File: src/dcd_pkg.sv
// Package with opcode patterns, timing counts and carrier types of the opcode decoder
package dcd_pkg;

  // Upper-byte opcode patterns, addressing or constant field in the low byte
  localparam logic [7:0] OPC_LDT_MOV    = 8'h71;
  localparam logic [7:0] OPC_LDT_SUB    = 8'h74;
  localparam logic [7:0] OPC_MAC_MOVE   = 8'ha3;
  localparam logic [7:0] OPC_MUL        = 8'h54;
  localparam logic [7:0] OPC_MUL_ADD    = 8'h50;
  localparam logic [7:0] OPC_MUL_SUB    = 8'h51;
  localparam logic [7:0] OPC_NORMALIZE  = 8'ha0;
  localparam logic [7:0] OPC_POP_MEM    = 8'h8a;
  localparam logic [7:0] OPC_REPEAT     = 8'hbb;
  localparam logic [7:0] OPC_AUX_SUB    = 8'h7c;
  localparam logic [7:0] OPC_SHIFT_MODE = 8'hbf;
  localparam logic [7:0] OPC_STORE_IMM  = 8'hae;
  localparam logic [7:0] OPC_SUB_NOEXT  = 8'h66;
  localparam logic [7:0] OPC_ZERO_RND   = 8'h68;
  // Partial patterns compared against the top bits of the word
  localparam logic [4:0]  OPC_STORE_HI   = 5'h13;
  localparam logic [5:0]  OPC_COND_RET   = 6'h3b;
  localparam logic [11:0] OPC_STATUS_SET = 12'hbe4;
  localparam logic [12:0] OPC_AUX_PTR    = 13'h1171;
  // Full 16-bit patterns
  localparam logic [15:0] OPC_OR16  = 16'hbe82;
  localparam logic [15:0] OPC_XOR16 = 16'hbe83;
  localparam logic [15:0] OPC_PROD_ACC = 16'hbe03;
  localparam logic [15:0] OPC_PUSH  = 16'hbe3c;
  // Status group low nibbles driving the external flag
  localparam logic [3:0] FLAG_SET_SEL = 4'hd;
  localparam logic [3:0] FLAG_CLR_SEL = 4'hc;
  // Test selections of the conditional return
  localparam logic [1:0] TEST_BIO = 2'h0;
  localparam logic [1:0] TEST_TC1 = 2'h1;
  localparam logic [1:0] TEST_TC0 = 2'h2;
  // Cycle counts per instruction class
  localparam logic [2:0] CYC_ONE       = 3'h1;
  localparam logic [2:0] CYC_TWO       = 3'h2;
  localparam logic [2:0] CYC_THREE     = 3'h3;
  localparam logic [2:0] CYC_RET_TAKEN = 3'h4;
  localparam logic [2:0] CYC_RET_SKIP  = 3'h2;
  // Reset values
  localparam logic [2:0] AUX_RESET  = 3'h0;
  localparam logic [1:0] PSHM_RESET = 2'h0;
  localparam logic [7:0] REPEAT_RESET = 8'h00;

  typedef enum logic [4:0] {
    OP_UNKNOWN, OP_LDT_MOV, OP_LDT_SUB, OP_MAC_MOVE, OP_AUX_PTR, OP_MUL, OP_MUL_ADD,
    OP_MUL_SUB, OP_NORMALIZE, OP_OR16, OP_PROD_ACC, OP_POP_MEM, OP_PUSH, OP_COND_RET,
    OP_REPEAT, OP_STORE_HI, OP_AUX_SUB, OP_STATUS_SET, OP_SHIFT_MODE, OP_STORE_IMM,
    OP_SUB_NOEXT, OP_XOR16, OP_ZERO_RND
  } dcd_op_e;

  // Condition inputs sampled from the datapath
  typedef struct packed {
    logic z;
    logic l;
    logic v;
    logic c;
    logic tc;
    logic bio_low;
  } dcd_flags_s;

  // Result of decoding one first word
  typedef struct packed {
    dcd_op_e    op;
    logic       two_word;
    logic [2:0] cycles;
  } dcd_dec_s;

  // Operation issued to the datapath
  typedef struct packed {
    dcd_op_e     op;
    logic [7:0]  addr;
    logic [15:0] operand;
    logic [2:0]  shift;
    logic [2:0]  cycles;
    logic        taken;
  } dcd_issue_s;

endpackage

File: src/dcd_decoder.sv
// Instruction decoder between program fetch and the core datapath
// Contract
// (RULE1) 0x71xx decodes as load temp and move product, one word, one cycle
// (RULE2) 0x74xx decodes as load temp and subtract product, one word, one cycle
// (RULE3) 0xa3xx multiply-accumulate with move, constant second word, three cycles
// (RULE4) 1000 1011 1000 1xxx loads the current auxiliary register select
// (RULE5) 0x54xx decodes as plain multiply into the product register
// (RULE6) 0x50xx multiply adding prior product, one word, one cycle
// (RULE7) 0x51xx multiply subtracting prior product, one word, one cycle
// (RULE8) 0xa0xx normalizes the accumulator in one cycle
// (RULE9) 0xbe82 OR immediate shifted 16, constant second word, two cycles
// (RULE10) 0xbe03 copies product into accumulator, one word, one cycle
// (RULE11) 0x8axx pops stack top to data memory in one cycle
// (RULE12) 0xbe3c pushes low accumulator onto stack in one cycle
// (RULE13) 1110 11TP conditional return, four cycles taken, two not taken
// (RULE14) 0xbbxx repeats the next instruction by the low byte count
// (RULE15) 1001 1SHF stores high accumulator with three-bit shift
// (RULE16) 0x7cxx subtracts short constant from current auxiliary register
// (RULE17) 0xbe4x sets status bits; low nibble 1101 raises external flag
// (RULE18) 0xbfxx sets product shift mode from the low field
// (RULE19) 0xaexx stores long immediate from second word in two cycles
// (RULE20) 0x66xx subtracts from low accumulator without sign extension
// (RULE21) 0xbe83 XOR immediate shifted 16, constant second word, two cycles
// (RULE22) 0x68xx zeroes low accumulator, loads high with rounding
// (RULE23) Two-word instructions hold word one and fetch operand before issue
`timescale 1ns/10ps
module dcd_decoder (
  input  wire logic               clock,
  input  wire logic               reset,
  input  wire logic               instr_valid,
  input  wire logic [15:0]        instr_word,
  input  wire dcd_pkg::dcd_flags_s flags,
  output logic                    instr_ready,
  output logic                    op_valid,
  output dcd_pkg::dcd_issue_s     op_out,
  output logic                    external_flag_pin,
  output logic [2:0]              aux_register_select,
  output logic [1:0]              product_shift_mode,
  output logic [7:0]              repeat_count,
  output logic                    repeat_load
);

  typedef enum logic [2:0] {
    ST_IDLE    = 3'b001,
    ST_OPERAND = 3'b010,
    ST_STALL   = 3'b100
  } dcd_state_e;

  dcd_state_e         state;
  dcd_state_e         next_state;
  dcd_pkg::dcd_dec_s  dec;
  dcd_pkg::dcd_dec_s  held_dec;
  logic [15:0]        held_word;
  logic               accept;
  logic               issue;
  logic [15:0]        issue_word;
  logic [15:0]        issue_const;
  dcd_pkg::dcd_dec_s  issue_dec;
  logic               cond_true;
  logic [2:0]         issue_cycles;
  logic [2:0]         stall_len;
  logic               stall_last;

  // Maps a first word onto its operation, word count and cycle count
  function automatic dcd_pkg::dcd_dec_s decode(input logic [15:0] w);
    dcd_pkg::dcd_dec_s d;
    d = '{op: dcd_pkg::OP_UNKNOWN, two_word: 1'b0, cycles: dcd_pkg::CYC_ONE};
    if (w == dcd_pkg::OPC_OR16) begin
      d = '{dcd_pkg::OP_OR16, 1'b1, dcd_pkg::CYC_TWO}; // RULE9
    end else if (w == dcd_pkg::OPC_XOR16) begin
      d = '{dcd_pkg::OP_XOR16, 1'b1, dcd_pkg::CYC_TWO}; // RULE21
    end else if (w == dcd_pkg::OPC_PROD_ACC) begin
      d.op = dcd_pkg::OP_PROD_ACC; // RULE10
    end else if (w == dcd_pkg::OPC_PUSH) begin
      d.op = dcd_pkg::OP_PUSH; // RULE12
    end else if (w[15:4] == dcd_pkg::OPC_STATUS_SET) begin
      d.op = dcd_pkg::OP_STATUS_SET; // RULE17
    end else if (w[15:3] == dcd_pkg::OPC_AUX_PTR) begin
      d.op = dcd_pkg::OP_AUX_PTR; // RULE4
    end else if (w[15:11] == dcd_pkg::OPC_STORE_HI) begin
      d.op = dcd_pkg::OP_STORE_HI; // RULE15
    end else if (w[15:10] == dcd_pkg::OPC_COND_RET) begin
      d = '{dcd_pkg::OP_COND_RET, 1'b0, dcd_pkg::CYC_RET_SKIP}; // RULE13
    end else begin
      unique case (w[15:8])
        dcd_pkg::OPC_LDT_MOV: d.op = dcd_pkg::OP_LDT_MOV; // RULE1
        dcd_pkg::OPC_LDT_SUB: d.op = dcd_pkg::OP_LDT_SUB; // RULE2
        dcd_pkg::OPC_MAC_MOVE: d = '{dcd_pkg::OP_MAC_MOVE, 1'b1, dcd_pkg::CYC_THREE}; // RULE3
        dcd_pkg::OPC_MUL: d.op = dcd_pkg::OP_MUL; // RULE5
        dcd_pkg::OPC_MUL_ADD: d.op = dcd_pkg::OP_MUL_ADD; // RULE6
        dcd_pkg::OPC_MUL_SUB: d.op = dcd_pkg::OP_MUL_SUB; // RULE7
        dcd_pkg::OPC_NORMALIZE: d.op = dcd_pkg::OP_NORMALIZE; // RULE8
        dcd_pkg::OPC_POP_MEM: d.op = dcd_pkg::OP_POP_MEM; // RULE11
        dcd_pkg::OPC_REPEAT: d.op = dcd_pkg::OP_REPEAT; // RULE14
        dcd_pkg::OPC_AUX_SUB: d.op = dcd_pkg::OP_AUX_SUB; // RULE16
        dcd_pkg::OPC_SHIFT_MODE: d.op = dcd_pkg::OP_SHIFT_MODE; // RULE18
        dcd_pkg::OPC_STORE_IMM: d = '{dcd_pkg::OP_STORE_IMM, 1'b1, dcd_pkg::CYC_TWO}; // RULE19
        dcd_pkg::OPC_SUB_NOEXT: d.op = dcd_pkg::OP_SUB_NOEXT; // RULE20
        dcd_pkg::OPC_ZERO_RND: d.op = dcd_pkg::OP_ZERO_RND; // RULE22
        default:           d.op = dcd_pkg::OP_UNKNOWN;
      endcase
    end
    return d;
  endfunction

  // Handshake and which word is being issued
  assign instr_ready = (state == ST_IDLE) || (state == ST_OPERAND);
  assign accept      = instr_valid && instr_ready;
  assign dec         = decode(instr_word);
  assign issue       = accept && ((state == ST_OPERAND) || !dec.two_word); // RULE23
  assign issue_word  = (state == ST_OPERAND) ? held_word : instr_word;
  assign issue_dec   = (state == ST_OPERAND) ? held_dec : dec;
  assign issue_const = (state == ST_OPERAND) ? instr_word : 16'h0000;

  // Condition test: masked flag compare and the selected pin or flag test
  always_comb begin
    logic [3:0] mask;
    logic [3:0] want;
    logic [3:0] have;
    logic       test_ok;
    test_ok = 1'b0;
    mask    = instr_word[7:4];
    want    = instr_word[3:0];
    have    = {flags.z, flags.l, flags.v, flags.c};
    unique case (instr_word[9:8])
      dcd_pkg::TEST_BIO: test_ok = flags.bio_low;
      dcd_pkg::TEST_TC1: test_ok = flags.tc;
      dcd_pkg::TEST_TC0: test_ok = !flags.tc;
      default:           test_ok = 1'b1;
    endcase
    cond_true = test_ok && ((mask & (have ^ want)) == 4'h0); // RULE13
  end

  // Cycle count of the issued operation and the stall that follows it
  always_comb begin
    issue_cycles = issue_dec.cycles;
    if ((issue_dec.op == dcd_pkg::OP_COND_RET) && cond_true) begin
      issue_cycles = dcd_pkg::CYC_RET_TAKEN; // RULE13
    end
    stall_len = issue_cycles - (issue_dec.two_word ? 3'h2 : 3'h1); // RULE3
  end

  // Sequencer state
  always_ff @(posedge clock) begin
    if (reset) begin
      state <= ST_IDLE;
    end else begin
      state <= next_state;
    end
  end

  always_comb begin
    next_state = state;
    unique case (state)
      ST_IDLE: begin
        if (accept && dec.two_word) begin
          next_state = ST_OPERAND; // RULE23
        end else if (issue && (stall_len != 3'h0)) begin
          next_state = ST_STALL;
        end
      end
      ST_OPERAND: begin
        if (issue) begin
          next_state = (stall_len != 3'h0) ? ST_STALL : ST_IDLE;
        end
      end
      ST_STALL: begin
        if (stall_last) begin
          next_state = ST_IDLE;
        end
      end
      default: next_state = ST_IDLE;
    endcase
  end

  dcd_stall_counter u_stall (
    .clock (clock),
    .reset (reset),
    .load  (issue && (stall_len != 3'h0)),
    .count (stall_len),
    .last  (stall_last)
  );

  // First word of a two-word instruction is held until its operand arrives
  always_ff @(posedge clock) begin
    if (reset) begin
      held_word <= 16'h0000;
      held_dec  <= '{dcd_pkg::OP_UNKNOWN, 1'b0, dcd_pkg::CYC_ONE};
    end else if (accept && (state == ST_IDLE) && dec.two_word) begin
      held_word <= instr_word; // RULE23
      held_dec  <= dec;
    end
  end

  // Issued operation, one-cycle valid
  always_ff @(posedge clock) begin
    if (reset) begin
      op_valid <= 1'b0;
      op_out   <= '0;
    end else begin
      op_valid <= issue;
      if (issue) begin
        op_out.op      <= issue_dec.op;
        op_out.addr    <= issue_word[7:0];
        op_out.operand <= issue_const; // RULE9 RULE19 RULE21
        op_out.shift   <= issue_word[10:8]; // RULE15
        op_out.cycles  <= issue_cycles;
        op_out.taken   <= (issue_dec.op == dcd_pkg::OP_COND_RET) && cond_true;
      end
    end
  end

  // External flag from the status group
  always_ff @(posedge clock) begin
    if (reset) begin
      external_flag_pin <= 1'b0;
    end else if (issue && (issue_dec.op == dcd_pkg::OP_STATUS_SET)) begin
      if (issue_word[3:0] == dcd_pkg::FLAG_SET_SEL) begin
        external_flag_pin <= 1'b1; // RULE17
      end else if (issue_word[3:0] == dcd_pkg::FLAG_CLR_SEL) begin
        external_flag_pin <= 1'b0;
      end
    end
  end

  // Current auxiliary register select
  always_ff @(posedge clock) begin
    if (reset) begin
      aux_register_select <= dcd_pkg::AUX_RESET;
    end else if (issue && (issue_dec.op == dcd_pkg::OP_AUX_PTR)) begin
      aux_register_select <= issue_word[2:0]; // RULE4
    end
  end

  // Product shift mode
  always_ff @(posedge clock) begin
    if (reset) begin
      product_shift_mode <= dcd_pkg::PSHM_RESET;
    end else if (issue && (issue_dec.op == dcd_pkg::OP_SHIFT_MODE)) begin
      product_shift_mode <= issue_word[1:0]; // RULE18
    end
  end

  // Repeat count handed to the fetch unit
  always_ff @(posedge clock) begin
    if (reset) begin
      repeat_count <= dcd_pkg::REPEAT_RESET;
      repeat_load  <= 1'b0;
    end else begin
      repeat_load <= issue && (issue_dec.op == dcd_pkg::OP_REPEAT);
      if (issue && (issue_dec.op == dcd_pkg::OP_REPEAT)) begin
        repeat_count <= issue_word[7:0]; // RULE14
      end
    end
  end

  // Checks
  chk_move_product_decode: assert property (@(posedge clock) disable iff (reset) // RULE1
    accept && state == ST_IDLE && instr_word[15:8] == 8'h71
    |=> op_valid && op_out.op == dcd_pkg::OP_LDT_MOV && op_out.cycles == 3'h1)
    else $error("load temp move product misdecoded");

  chk_mac_move_timing: assert property (@(posedge clock) disable iff (reset) // RULE3
    op_valid && op_out.op == dcd_pkg::OP_MAC_MOVE |-> !instr_ready ##1 instr_ready)
    else $error("multiply accumulate with move stall wrong");

  chk_operand_fetch: assert property (@(posedge clock) disable iff (reset) // RULE23
    accept && state == ST_OPERAND |=> op_valid && op_out.operand == $past(instr_word))
    else $error("second word not issued as operand");

  chk_two_word_hold: assert property (@(posedge clock) disable iff (reset) // RULE23
    accept && state == ST_IDLE && instr_word == 16'hbe82
    |=> !op_valid && state == ST_OPERAND)
    else $error("two word instruction issued early");

  chk_aux_select: assert property (@(posedge clock) disable iff (reset) // RULE4
    accept && state == ST_IDLE && instr_word[15:3] == 13'h1171
    |=> aux_register_select == $past(instr_word[2:0]))
    else $error("auxiliary select not loaded");

  chk_ret_taken: assert property (@(posedge clock) disable iff (reset) // RULE13
    op_valid && op_out.op == dcd_pkg::OP_COND_RET && op_out.taken
    |-> !instr_ready [*3] ##1 instr_ready)
    else $error("taken return not four cycles");

  chk_ret_skipped: assert property (@(posedge clock) disable iff (reset) // RULE13
    op_valid && op_out.op == dcd_pkg::OP_COND_RET && !op_out.taken
    |-> op_out.cycles == 3'h2 && !instr_ready ##1 instr_ready)
    else $error("skipped return not two cycles");

  chk_flag_set: assert property (@(posedge clock) disable iff (reset) // RULE17
    accept && state == ST_IDLE && instr_word == 16'hbe4d |=> external_flag_pin)
    else $error("external flag not raised");

  chk_repeat_load: assert property (@(posedge clock) disable iff (reset) // RULE14
    accept && state == ST_IDLE && instr_word[15:8] == 8'hbb
    |=> repeat_load && repeat_count == $past(instr_word[7:0]))
    else $error("repeat count not loaded");

  chk_shift_mode: assert property (@(posedge clock) disable iff (reset) // RULE18
    accept && state == ST_IDLE && instr_word[15:8] == 8'hbf
    |=> product_shift_mode == $past(instr_word[1:0]))
    else $error("product shift mode not set");

  chk_store_high: assert property (@(posedge clock) disable iff (reset) // RULE15
    accept && state == ST_IDLE && instr_word[15:11] == 5'h13
    |=> op_out.op == dcd_pkg::OP_STORE_HI && op_out.shift == $past(instr_word[10:8]))
    else $error("store high shift field wrong");

endmodule

File: src/dcd_stall_counter.sv
// Down counter that marks the last cycle of an execution stall
`timescale 1ns/10ps
module dcd_stall_counter (
  input  wire logic       clock,
  input  wire logic       reset,
  input  wire logic       load,
  input  wire logic [2:0] count,
  output logic            last
);

  logic [2:0] remain;

  // Load the stall length, then count down to zero
  always_ff @(posedge clock) begin
    if (reset) begin
      remain <= 3'h0;
    end else if (load) begin
      remain <= count;
    end else if (remain != 3'h0) begin
      remain <= remain - 3'h1;
    end
  end

  assign last = (remain == 3'h1);

endmodule
File: config.mk
export PLATFORM = sky130hd
export DESIGN_NAME = dcd_decoder
export DESIGN_NICKNAME = d
export VERILOG_FILES = /design/src/dcd_pkg.sv /design/src/dcd_decoder.sv /design/src/dcd_stall_counter.sv
export SDC_FILE = /design/constraint.sdc
export NUM_CORES = 1
export LEC_CHECK = 0
export BUFFER_PORTS_ARGS = -buffer_cell sky130_fd_sc_hd__buf_2
export CAP_MARGIN = 30
export CELL_PAD_IN_SITES_DETAIL_PLACEMENT = 2
export CELL_PAD_IN_SITES_GLOBAL_PLACEMENT = 2
export CORE_UTILIZATION = 32
export DETAILED_ROUTE_END_ITERATION = 8
export PLACE_DENSITY = 0.88
export SETUP_SLACK_MARGIN = 0.5
export SLEW_MARGIN = 10
export SYNTH_ARGS = -nofsm -noshare
export SYNTH_HDL_FRONTEND = slang
export SYNTH_SLANG_ARGS = --single-unit
export TNS_END_PERCENT = 20
File: constraint.sdc
create_clock -name clock -period 6 [get_ports clock]
set_clock_uncertainty 0.05 [all_clocks]
set_input_delay 1.2 -clock clock [delete_from_list [all_inputs] [get_ports clock]]
set_output_delay 1.2 -clock clock [all_outputs]
set_load 0.02 [all_outputs]
# Word level (Yosys, flattened, before mapping)
# Index checks and enable logic that the tools add are counted.
word_totals:
  ff_bits: 78
  inputBits: 25
  output_inout_bits: 53
op_classes:
  n_addsub: 2
  n_eq_ne: 38
  mux: 31
  n_bitwise: 2
  reduce_logical: 24
op_table:
  columns: ["operator", "count"]
  rows:
  - ["case mux 5 bit (14 select lines)", 1]
  - ["equality test 16 bit, second input constant", 4]
  - ["equality test 8 x 7 -> 1 bit, second input constant", 8]
  - ["equality test 8 bit, second input constant", 6]
  - ["2-to-1 mux 9 bit", 4]
  - ["2-to-1 mux 5 bit", 5]
  - ["2-to-1 mux 3 bit", 8]
  - ["2-to-1 mux 4 bit", 5]
  - ["2-to-1 mux 16 bit", 1]
  - ["equality test 5 bit, second input constant", 3]
  - ["equality test 13 bit, second input constant", 1]
  - ["equality test 12 bit, second input constant", 1]
  - ["logical AND 1 bit", 12]
  - ["2-to-1 mux 11 bit", 1]
  - ["equality test 5 x 4 -> 1 bit, second input constant", 2]
  - ["case mux 3 bit (3 select lines)", 1]
  - ["equality test 4 bit, second input constant", 2]
  - ["case mux 4 bit (2 select lines)", 1]
  - ["equality test 3 x 1 -> 1 bit, second input constant", 2]
  - ["equality test 6 bit, second input constant", 1]
  - ["nonzero test 3 bit", 2]
  - ["equality test 5 x 3 -> 1 bit, second input constant", 1]
  - ["bitwise AND 4 bit", 1]
  - ["zero test 4 bit", 1]
  - ["other kinds (18)", 23]

# Depth between registers and ports, before layout
logic_depth:
  depth_word: 20
  ltp_mapped: 19

# Cells and area by module
# Synthesis repeated with hierarchy kept, for this count alone.
hier_totals:
  hier_cells: 486
  hier_area_um2: 4110.2
modules_own_cells:
  columns: ["module", "instances", "cells_per_inst", "area_per_inst_um2", "seq_area_each_um2"]
  rows:
  - ["dcd_decoder", 1, 463, 3886.2, 1461.4]
  - ["dcd_stall_counter", 1, 23, 224.0, 60.1]

# Least setup slack after synthesis
# OpenSTA, ideal clock, no wires.
synth_path:
  path_type: "input to register"
  start: "in instr_word[4]"
  end: "reg u_stall.remain[1]"
  setup_time_ns: 0.086
  arrival_time_ns: 4.629
  required_time_ns: 5.864
  slack_ns: 1.236
  stages: 17
  path_buffers: 1
  cell_sequence: "buf_4 nor4b_4 a22oi_1 or4_1 nand4_1 nand4_2 nor3_4 nand2b_1 ha_1 inv_1 fa_1 nor2b_1 nand2_1 or3_1 nor4_1 a211oi_1 a211oi_1"
synth_via:
  elab_chain_len: 15
synth_lines:
  columns: ["element", "line_no", "rtl"]
  rows:
  - ["start, declared", "dcd_decoder.sv:31", "input wire logic [15:0] instr_word,"]
  - ["equality test 13 bit", "dcd_decoder.sv:78", "end else if (w[15:3] == dcd_pkg::OPC_AUX_PTR) begin"]
  - ["2-to-1 mux 5 bit", "dcd_decoder.sv:78", null]
  - ["2-to-1 mux 5 bit", "dcd_decoder.sv:76", "end else if (w[15:4] == dcd_pkg::OPC_STATUS_SET) begin"]
  - ["2-to-1 mux 5 bit", "dcd_decoder.sv:74", "end else if (w == dcd_pkg::OPC_PUSH) begin"]
  - ["2-to-1 mux 5 bit", "dcd_decoder.sv:72", "end else if (w == dcd_pkg::OPC_PROD_ACC) begin"]
  - ["2-to-1 mux 9 bit", "dcd_decoder.sv:70", "end else if (w == dcd_pkg::OPC_XOR16) begin"]
  - ["2-to-1 mux 9 bit", "dcd_decoder.sv:68", "if (w == dcd_pkg::OPC_OR16) begin"]
  - ["2-to-1 mux 9 bit", "dcd_decoder.sv:112", "assign issue_dec = (state == ST_OPERAND) ? held_dec : dec;"]
  - ["equality test 5 x 4 -> 1 bit", "dcd_decoder.sv:137", "if ((issue_dec.op == dcd_pkg::OP_COND_RET) && cond_true) begin"]
  - ["logical AND 1 bit", "dcd_decoder.sv:137", null]
  - ["2-to-1 mux 3 bit", "dcd_decoder.sv:137", null]
  - ["subtractor 3 x 2 -> 3 bit", "dcd_decoder.sv:140", "stall_len = issue_cycles - (issue_dec.two_word ? 3'h2 : 3'h1);"]
  - ["nonzero test 3 bit", "dcd_decoder.sv:179", ".load (issue && (stall_len != 3'h0)),"]
  - ["logical AND 1 bit", "dcd_decoder.sv:179", null]
  - ["2-to-1 mux 3 bit or nonzero test 2 bit (tied branches)", null, null]
  - ["end signal, assigned", "dcd_stall_counter.sv:18", "remain <= count;"]
  - ["end signal, assigned", "dcd_stall_counter.sv:20", "remain <= remain - 3'h1;"]
  - ["end, declared", "dcd_stall_counter.sv:11", "logic [2:0] remain;"]
# Several ways; a longest one is shown, not always the timed one.
# A chain may end at the register's enable or synchronous reset.

# Worst setup path after layout
layout_path:
  start: "in instr_word[12]"
  end: "reg u_stall.remain[1]"
layout_via:
  elab_chain_len: 18
layout_lines:
  columns: ["element", "line_no", "rtl"]
  rows:
  - ["equality test 8 x 7 -> 1 bit or equality test 8 bit (tied branches)", "dcd_decoder.sv:85", "unique case (w[15:8])"]
  - ["case mux 5 bit (14 select lines)", "dcd_decoder.sv:85", null]
  - ["2-to-1 mux 9 bit", "dcd_decoder.sv:82", "end else if (w[15:10] == dcd_pkg::OPC_COND_RET) begin"]
  - ["2-to-1 mux 5 bit", "dcd_decoder.sv:80", "end else if (w[15:11] == dcd_pkg::OPC_STORE_HI) begin"]
  - ["2-to-1 mux 5 bit", "dcd_decoder.sv:78", null]
  - ["2-to-1 mux 5 bit", "dcd_decoder.sv:76", null]
  - ["2-to-1 mux 5 bit", "dcd_decoder.sv:74", null]
  - ["2-to-1 mux 5 bit", "dcd_decoder.sv:72", null]
  - ["[2 not listed]", null, null]
  - ["2-to-1 mux 9 bit", "dcd_decoder.sv:112", null]
  - ["equality test 5 x 4 -> 1 bit", "dcd_decoder.sv:137", null]
  - ["logical AND 1 bit", "dcd_decoder.sv:137", null]
  - ["2-to-1 mux 3 bit", "dcd_decoder.sv:137", null]
  - ["subtractor 3 x 2 -> 3 bit", "dcd_decoder.sv:140", null]
  - ["nonzero test 3 bit", "dcd_decoder.sv:179", null]
  - ["logical AND 1 bit", "dcd_decoder.sv:179", null]
  - ["2-to-1 mux 3 bit or nonzero test 2 bit (tied branches)", null, null]
# Every way passes the cells marked *; elsewhere a longest branch is shown, timed or not.

==> impl_metrics.csv <==
group,metric,value,unit
logic_synthesis,synth_simple_gate_area_frac,0.314,
cts,post_cts.repair.setup_buffers,0,
cts,cts-hold-fix-buffers,0,
sta,fmax,194,MHz
logic_synthesis,synth.mux.area_fraction,0.0329,
setup_path,crit_path_cell_trace,"buf_2 -> inv_1 -> a2111oi_0 -> o22ai_1 -> a22oi_1 -> nand4_2 -> nor3_4 -> nand2b_1 -> ha_1 -> inv_1 -> fa_1 -> nor2b_2 -> nand2_1 -> or3_1 -> nor4_1 -> a211oi_1 -> a211oi_1",
power,seq_power_share,0.378,
finish,finalNetCount,578,
setup_path,endpoint_of_the_worst_register_to_register_path,"u_stall.remain[1]$_SDFFE_PP0P_",
setup_path,crit_fanout,18,
setup_path,arrival_time_worst_endpoint,5340,ps
setup_path,critical_path_required,6190,ps
die,design.die.area,12900,um2
detailed_routing,detail_route.vias_per_cell,5.56,
finish,layout.cells.most_common,"sky130_fd_sc_hd__nand2_1",
power,p_sw,405,uW
power,ir_drop,0.108,mV
cts,clockBufferDepth,2,
logic_synthesis,ys_seq_area_frac,0.380,
power,clkPwrFrac,0.454,
global_routing,grt_util_all_layers,0.246,
detailed_routing,drt-pass1-iter-count,5,
place,place.detailed.hpwl,10.2,mm
cts,clock_input_transition_at_the_sequential_cells_of_the_worst_setup_and_hold_paths,60,ps
sta,fin_worst_hold_slack,407,ps
logic_synthesis,synth-compound-area-share,0.182,
cts,clock_tree.htree_level_count,3,
power,leakagePower,0.00197,uW
min_path,worstHoldStart,"op_out[1]$_SDFFE_PP0P_",
setup_path,crit_slowest_cell,"sky130_fd_sc_hd__fa_1",
logic_synthesis,post_synth_num_cell_types,70,
sta,actual_slew_at_the_worst_max_slew_pin,895,ps
logic_synthesis,yosys.area.top_type,"sky130_fd_sc_hd__dfxtp_1",
sta,setup_total_negative_slack,0,ps
cts,numCtsBuffers,9,
global_routing,vias_in_the_first_global_route,4376,
detailed_routing,ant_nets,0,
outcome,status,"completed",
die,die_height,114,um
detailed_routing,amount_of_wire_on_met3_after_detailed_routing,371,um
setup_path,critPathKind,"input port to register",
die,std_cell_rows,40,
detailed_routing,via_count,4009,
logic_synthesis,synth_enable_flop_cells,0,
setup_path,worst-path-buf-inv,3,
logic_synthesis,synth_async_sr_flop_share,0,
sta,final_hold_viol_count,0,
setup_path,cpLargestDelayFamily,"simple AND/OR/NAND/NOR gates",
detailed_routing,routed_wl,15.3,mm
global_routing,antenna_found_initial,0,
logic_synthesis,mappedNetlistNets,526,
setup_path,worstReg2RegStart,"state[1]$_SDFFE_PP0P_",
global_routing,grt_pass1_wl,24.4,mm
die,i_o_pin_count,78,
job,drv.max_cap_violation_count,0,
detailed_routing,post-route-drc-count,0,
logic_synthesis,synth_xor_area_frac,0.0153,
die,die_width,114,um
logic_synthesis,synthAdderAreaFrac,0.0175,
sta,max_slew_margin,0.395,
logic_synthesis,ys.warnings.count,0,
min_path,timing.hold.worst_path_depth,2,
min_path,hold-path-endpoint,"op_out[1]$_SDFFE_PP0P_",
sta,period_needed,5160,ps
logic_synthesis,synth_area_leaders,"sky130_fd_sc_hd__dfxtp_1 38%, sky130_fd_sc_hd__nand2_1 7.6%, sky130_fd_sc_hd__nor2_1 7.0%, sky130_fd_sc_hd__a21oi_1 3.9%, sky130_fd_sc_hd__a22oi_1 3.4%",
min_path,worstHoldPathType,"register to register",
logic_synthesis,postSynth.topFlopCell,"sky130_fd_sc_hd__dfxtp_1",
logic_synthesis,synth_area,4000,um2
finish,drive_above_1_share,0.210,
detailed_routing,routed_wire_length_per_instance,21.2,um
global_routing,grt_max_degree,63,
sta,fin_crit_sh,0.860,
place,io_buffers,77,
power,power_density,297,nW/um2
detailed_routing,wirelength_met1,6.50,mm
detailed_routing,topRoutingLayerUsed,"met4",
power,power.share.combinational,0.167,
logic_synthesis,dominant_combinational_cell_family_by_area_after_synthesis,"simple AND/OR/NAND/NOR gates",
power,power_report.internal_total,1020,uW
setup_path,critical_path.startpoint_type,"input port",
place,gpl.final_weighted_congestion,0.851,
die,fp.coreArea,12100,um2
logic_synthesis,syn_inst,496,
sta,finalSetupViolations,0,
cts,cts_sinks,76,
setup_path,setup.worst_path.end_class,"register",
global_routing,grt-ovfl-total,0,
power,p_sw_frac,0.285,
cts,worst_skew_pair.late_latency,350,ps
detailed_routing,wl_met2,8.22,mm
finish,commonest_cells_after_routing_fill_and_taps_aside,"81 x sky130_fd_sc_hd__nand2_1, 77 x sky130_fd_sc_hd__buf_2, 76 x sky130_fd_sc_hd__dfxtp_1",
setup_path,timing.reg2reg.worst_path_depth,16,
cts,clk_root_buffer_cell,"sky130_fd_sc_hd__clkbuf_16",
setup_path,r2r_setup_slack,1430,ps
setup_path,critical-path-max-stage-delay,500,ps
logic_synthesis,ys_ff_latch,76,
sta,finalMaxSlewViolations,0,
detailed_routing,drt_iter0_drc,243,
finish,antenna_cells_inserted,0,
cts,tritoncts,"done",
sta,rsz0062_at_grt,"false",
finish,area_growth_syn_to_layout,19.8,%
logic_synthesis,post-synth-top-area-fraction,0.380,
cts,cts_resizes,0,
logic_synthesis,syn-mean-instance-area,8.06,um2
die,initial_utilization,0.330,
==> cells in the mapped netlist (2+ instances only) <==
cell,n
sky130_fd_sc_hd__xnor2_1,2
sky130_fd_sc_hd__nand2_1,81
sky130_fd_sc_hd__nand3_1,8
sky130_fd_sc_hd__buf_4,5
sky130_fd_sc_hd__a311oi_1,9
sky130_fd_sc_hd__ha_1,4
sky130_fd_sc_hd__nor3_1,11
sky130_fd_sc_hd__nor2b_1,4
sky130_fd_sc_hd__xor2_1,5
sky130_fd_sc_hd__nor2_1,75
sky130_fd_sc_hd__nor3b_1,3
sky130_fd_sc_hd__a21o_1,3
sky130_fd_sc_hd__and3_1,4
sky130_fd_sc_hd__dfxtp_1,76
sky130_fd_sc_hd__nand4b_1,3
sky130_fd_sc_hd__a21oi_1,31
sky130_fd_sc_hd__clkbuf_2,3
sky130_fd_sc_hd__o22ai_1,3
sky130_fd_sc_hd__mux2i_1,12
sky130_fd_sc_hd__a211oi_1,6
sky130_fd_sc_hd__o21ai_0,9
sky130_fd_sc_hd__nand2b_1,9
sky130_fd_sc_hd__buf_1,2
sky130_fd_sc_hd__nand3b_1,3
sky130_fd_sc_hd__clkbuf_1,22
sky130_fd_sc_hd__or3_1,6
sky130_fd_sc_hd__buf_2,7
sky130_fd_sc_hd__a311oi_2,2
sky130_fd_sc_hd__nand4_1,3
sky130_fd_sc_hd__nor4bb_1,5
sky130_fd_sc_hd__and4b_1,2
sky130_fd_sc_hd__nor3_4,2
sky130_fd_sc_hd__nor4b_1,3
sky130_fd_sc_hd__a2111oi_0,2
sky130_fd_sc_hd__a22oi_1,18
sky130_fd_sc_hd__buf_6,2
sky130_fd_sc_hd__or4b_1,2
sky130_fd_sc_hd__a31oi_1,5
sky130_fd_sc_hd__and2_1,2
sky130_fd_sc_hd__nor4_1,5
sky130_fd_sc_hd__inv_1,8
==> stage by stage <==
stage | power, uW | cell area (um2) | cells | setup slack [ps] | utilization
6_report | 1420 | 4790 | 721 | 841 | 0.396
5_1_grt | 1470 | 4790 | 721 | 555 | 0.396
4_1_cts | 1430 | 4790 | 721 | 659 | 0.395
3_5_place_dp | 783 | 4440 | 705 | 387 | 0.367
3_3_place_gp | 764 | 4430 | 704 | 765 | 0.366
2_1_floorplan | 710 | 4000 | 496 | 1240 | -
==> per-layer routing <==
| layer | GRT usage | vias up |
|---|---|---|
| met5 | 0 | - |
| met4 | 0.0797 | 0 |
| met1 | 0.292 | 2064 |
| li1 | - | 1852 |
| met2 | 0.452 | 72 |
| met3 | 0.0361 | 21 |
==> area by class of cell <==
cell class,instances,area [um2]
clock buffers,9,225
clock inverters,7,120
fillers,1420,7320
inverters,8,30.0
multi-input cells,371,2260
flip-flops and latches,76,1520
well taps,168,210
repair buffers,82,423
==> worst min-delay path, delay by kind of cell (launching register included) <==
kind	cells	cell delay (ps)
AO/OA/AOI/OAI	1	50
flip-flops	1	310
AND/OR/NAND/NOR	1	50
==> sequential cells by signal, indices dropped and copies added (netlist names) <==
signal,count
held_dec,8
op_out,35
held_word,11
repeat_load,1
aux_register_select,3
op_valid,1
product_shift_mode,2
external_flag_pin,1
repeat_count,8
state,3
u_stall.remain,3
==> power by group through the flow <==
stage          Sequential [uW]  Clock [uW]  Combinational (uW)
2_1_floorplan              556           0                 155
3_3_place_gp               547           0                 217
3_5_place_dp               550           0                 233
4_1_cts                    539         649                 238
5_1_grt                    541         669                 260
6_report                   538         646                 238
==> worst max path at each step <==
stage,startpoint,cells after the start,endpoint
after global placement,instr_word[12],17,u_stall.remain[1]$_SDFFE_PP0P_
after floorplan,instr_word[4],17,u_stall.remain[1]$_SDFFE_PP0P_
after CTS,instr_word[13],17,u_stall.remain[1]$_SDFFE_PP0P_
after global routing,instr_word[12],17,u_stall.remain[1]$_SDFFE_PP0P_
final,instr_word[12],17,u_stall.remain[1]$_SDFFE_PP0P_
after detailed placement,instr_word[13],17,u_stall.remain[1]$_SDFFE_PP0P_
==> cell families (layout without fill, tap and decap cells) <==
kind of cell / count (synthesis) / count (layout)
AO/OA/AOI/OAI: 102 / 102
XOR/XNOR: 7 / 7
adder cells (fa/ha/maj): 5 / 5
buffers and inverters: 49 / 106
flip-flops: 76 / 76
multiplexers: 13 / 13
AND/OR/NAND/NOR: 244 / 244
Power figures use the tool's default switching activity.
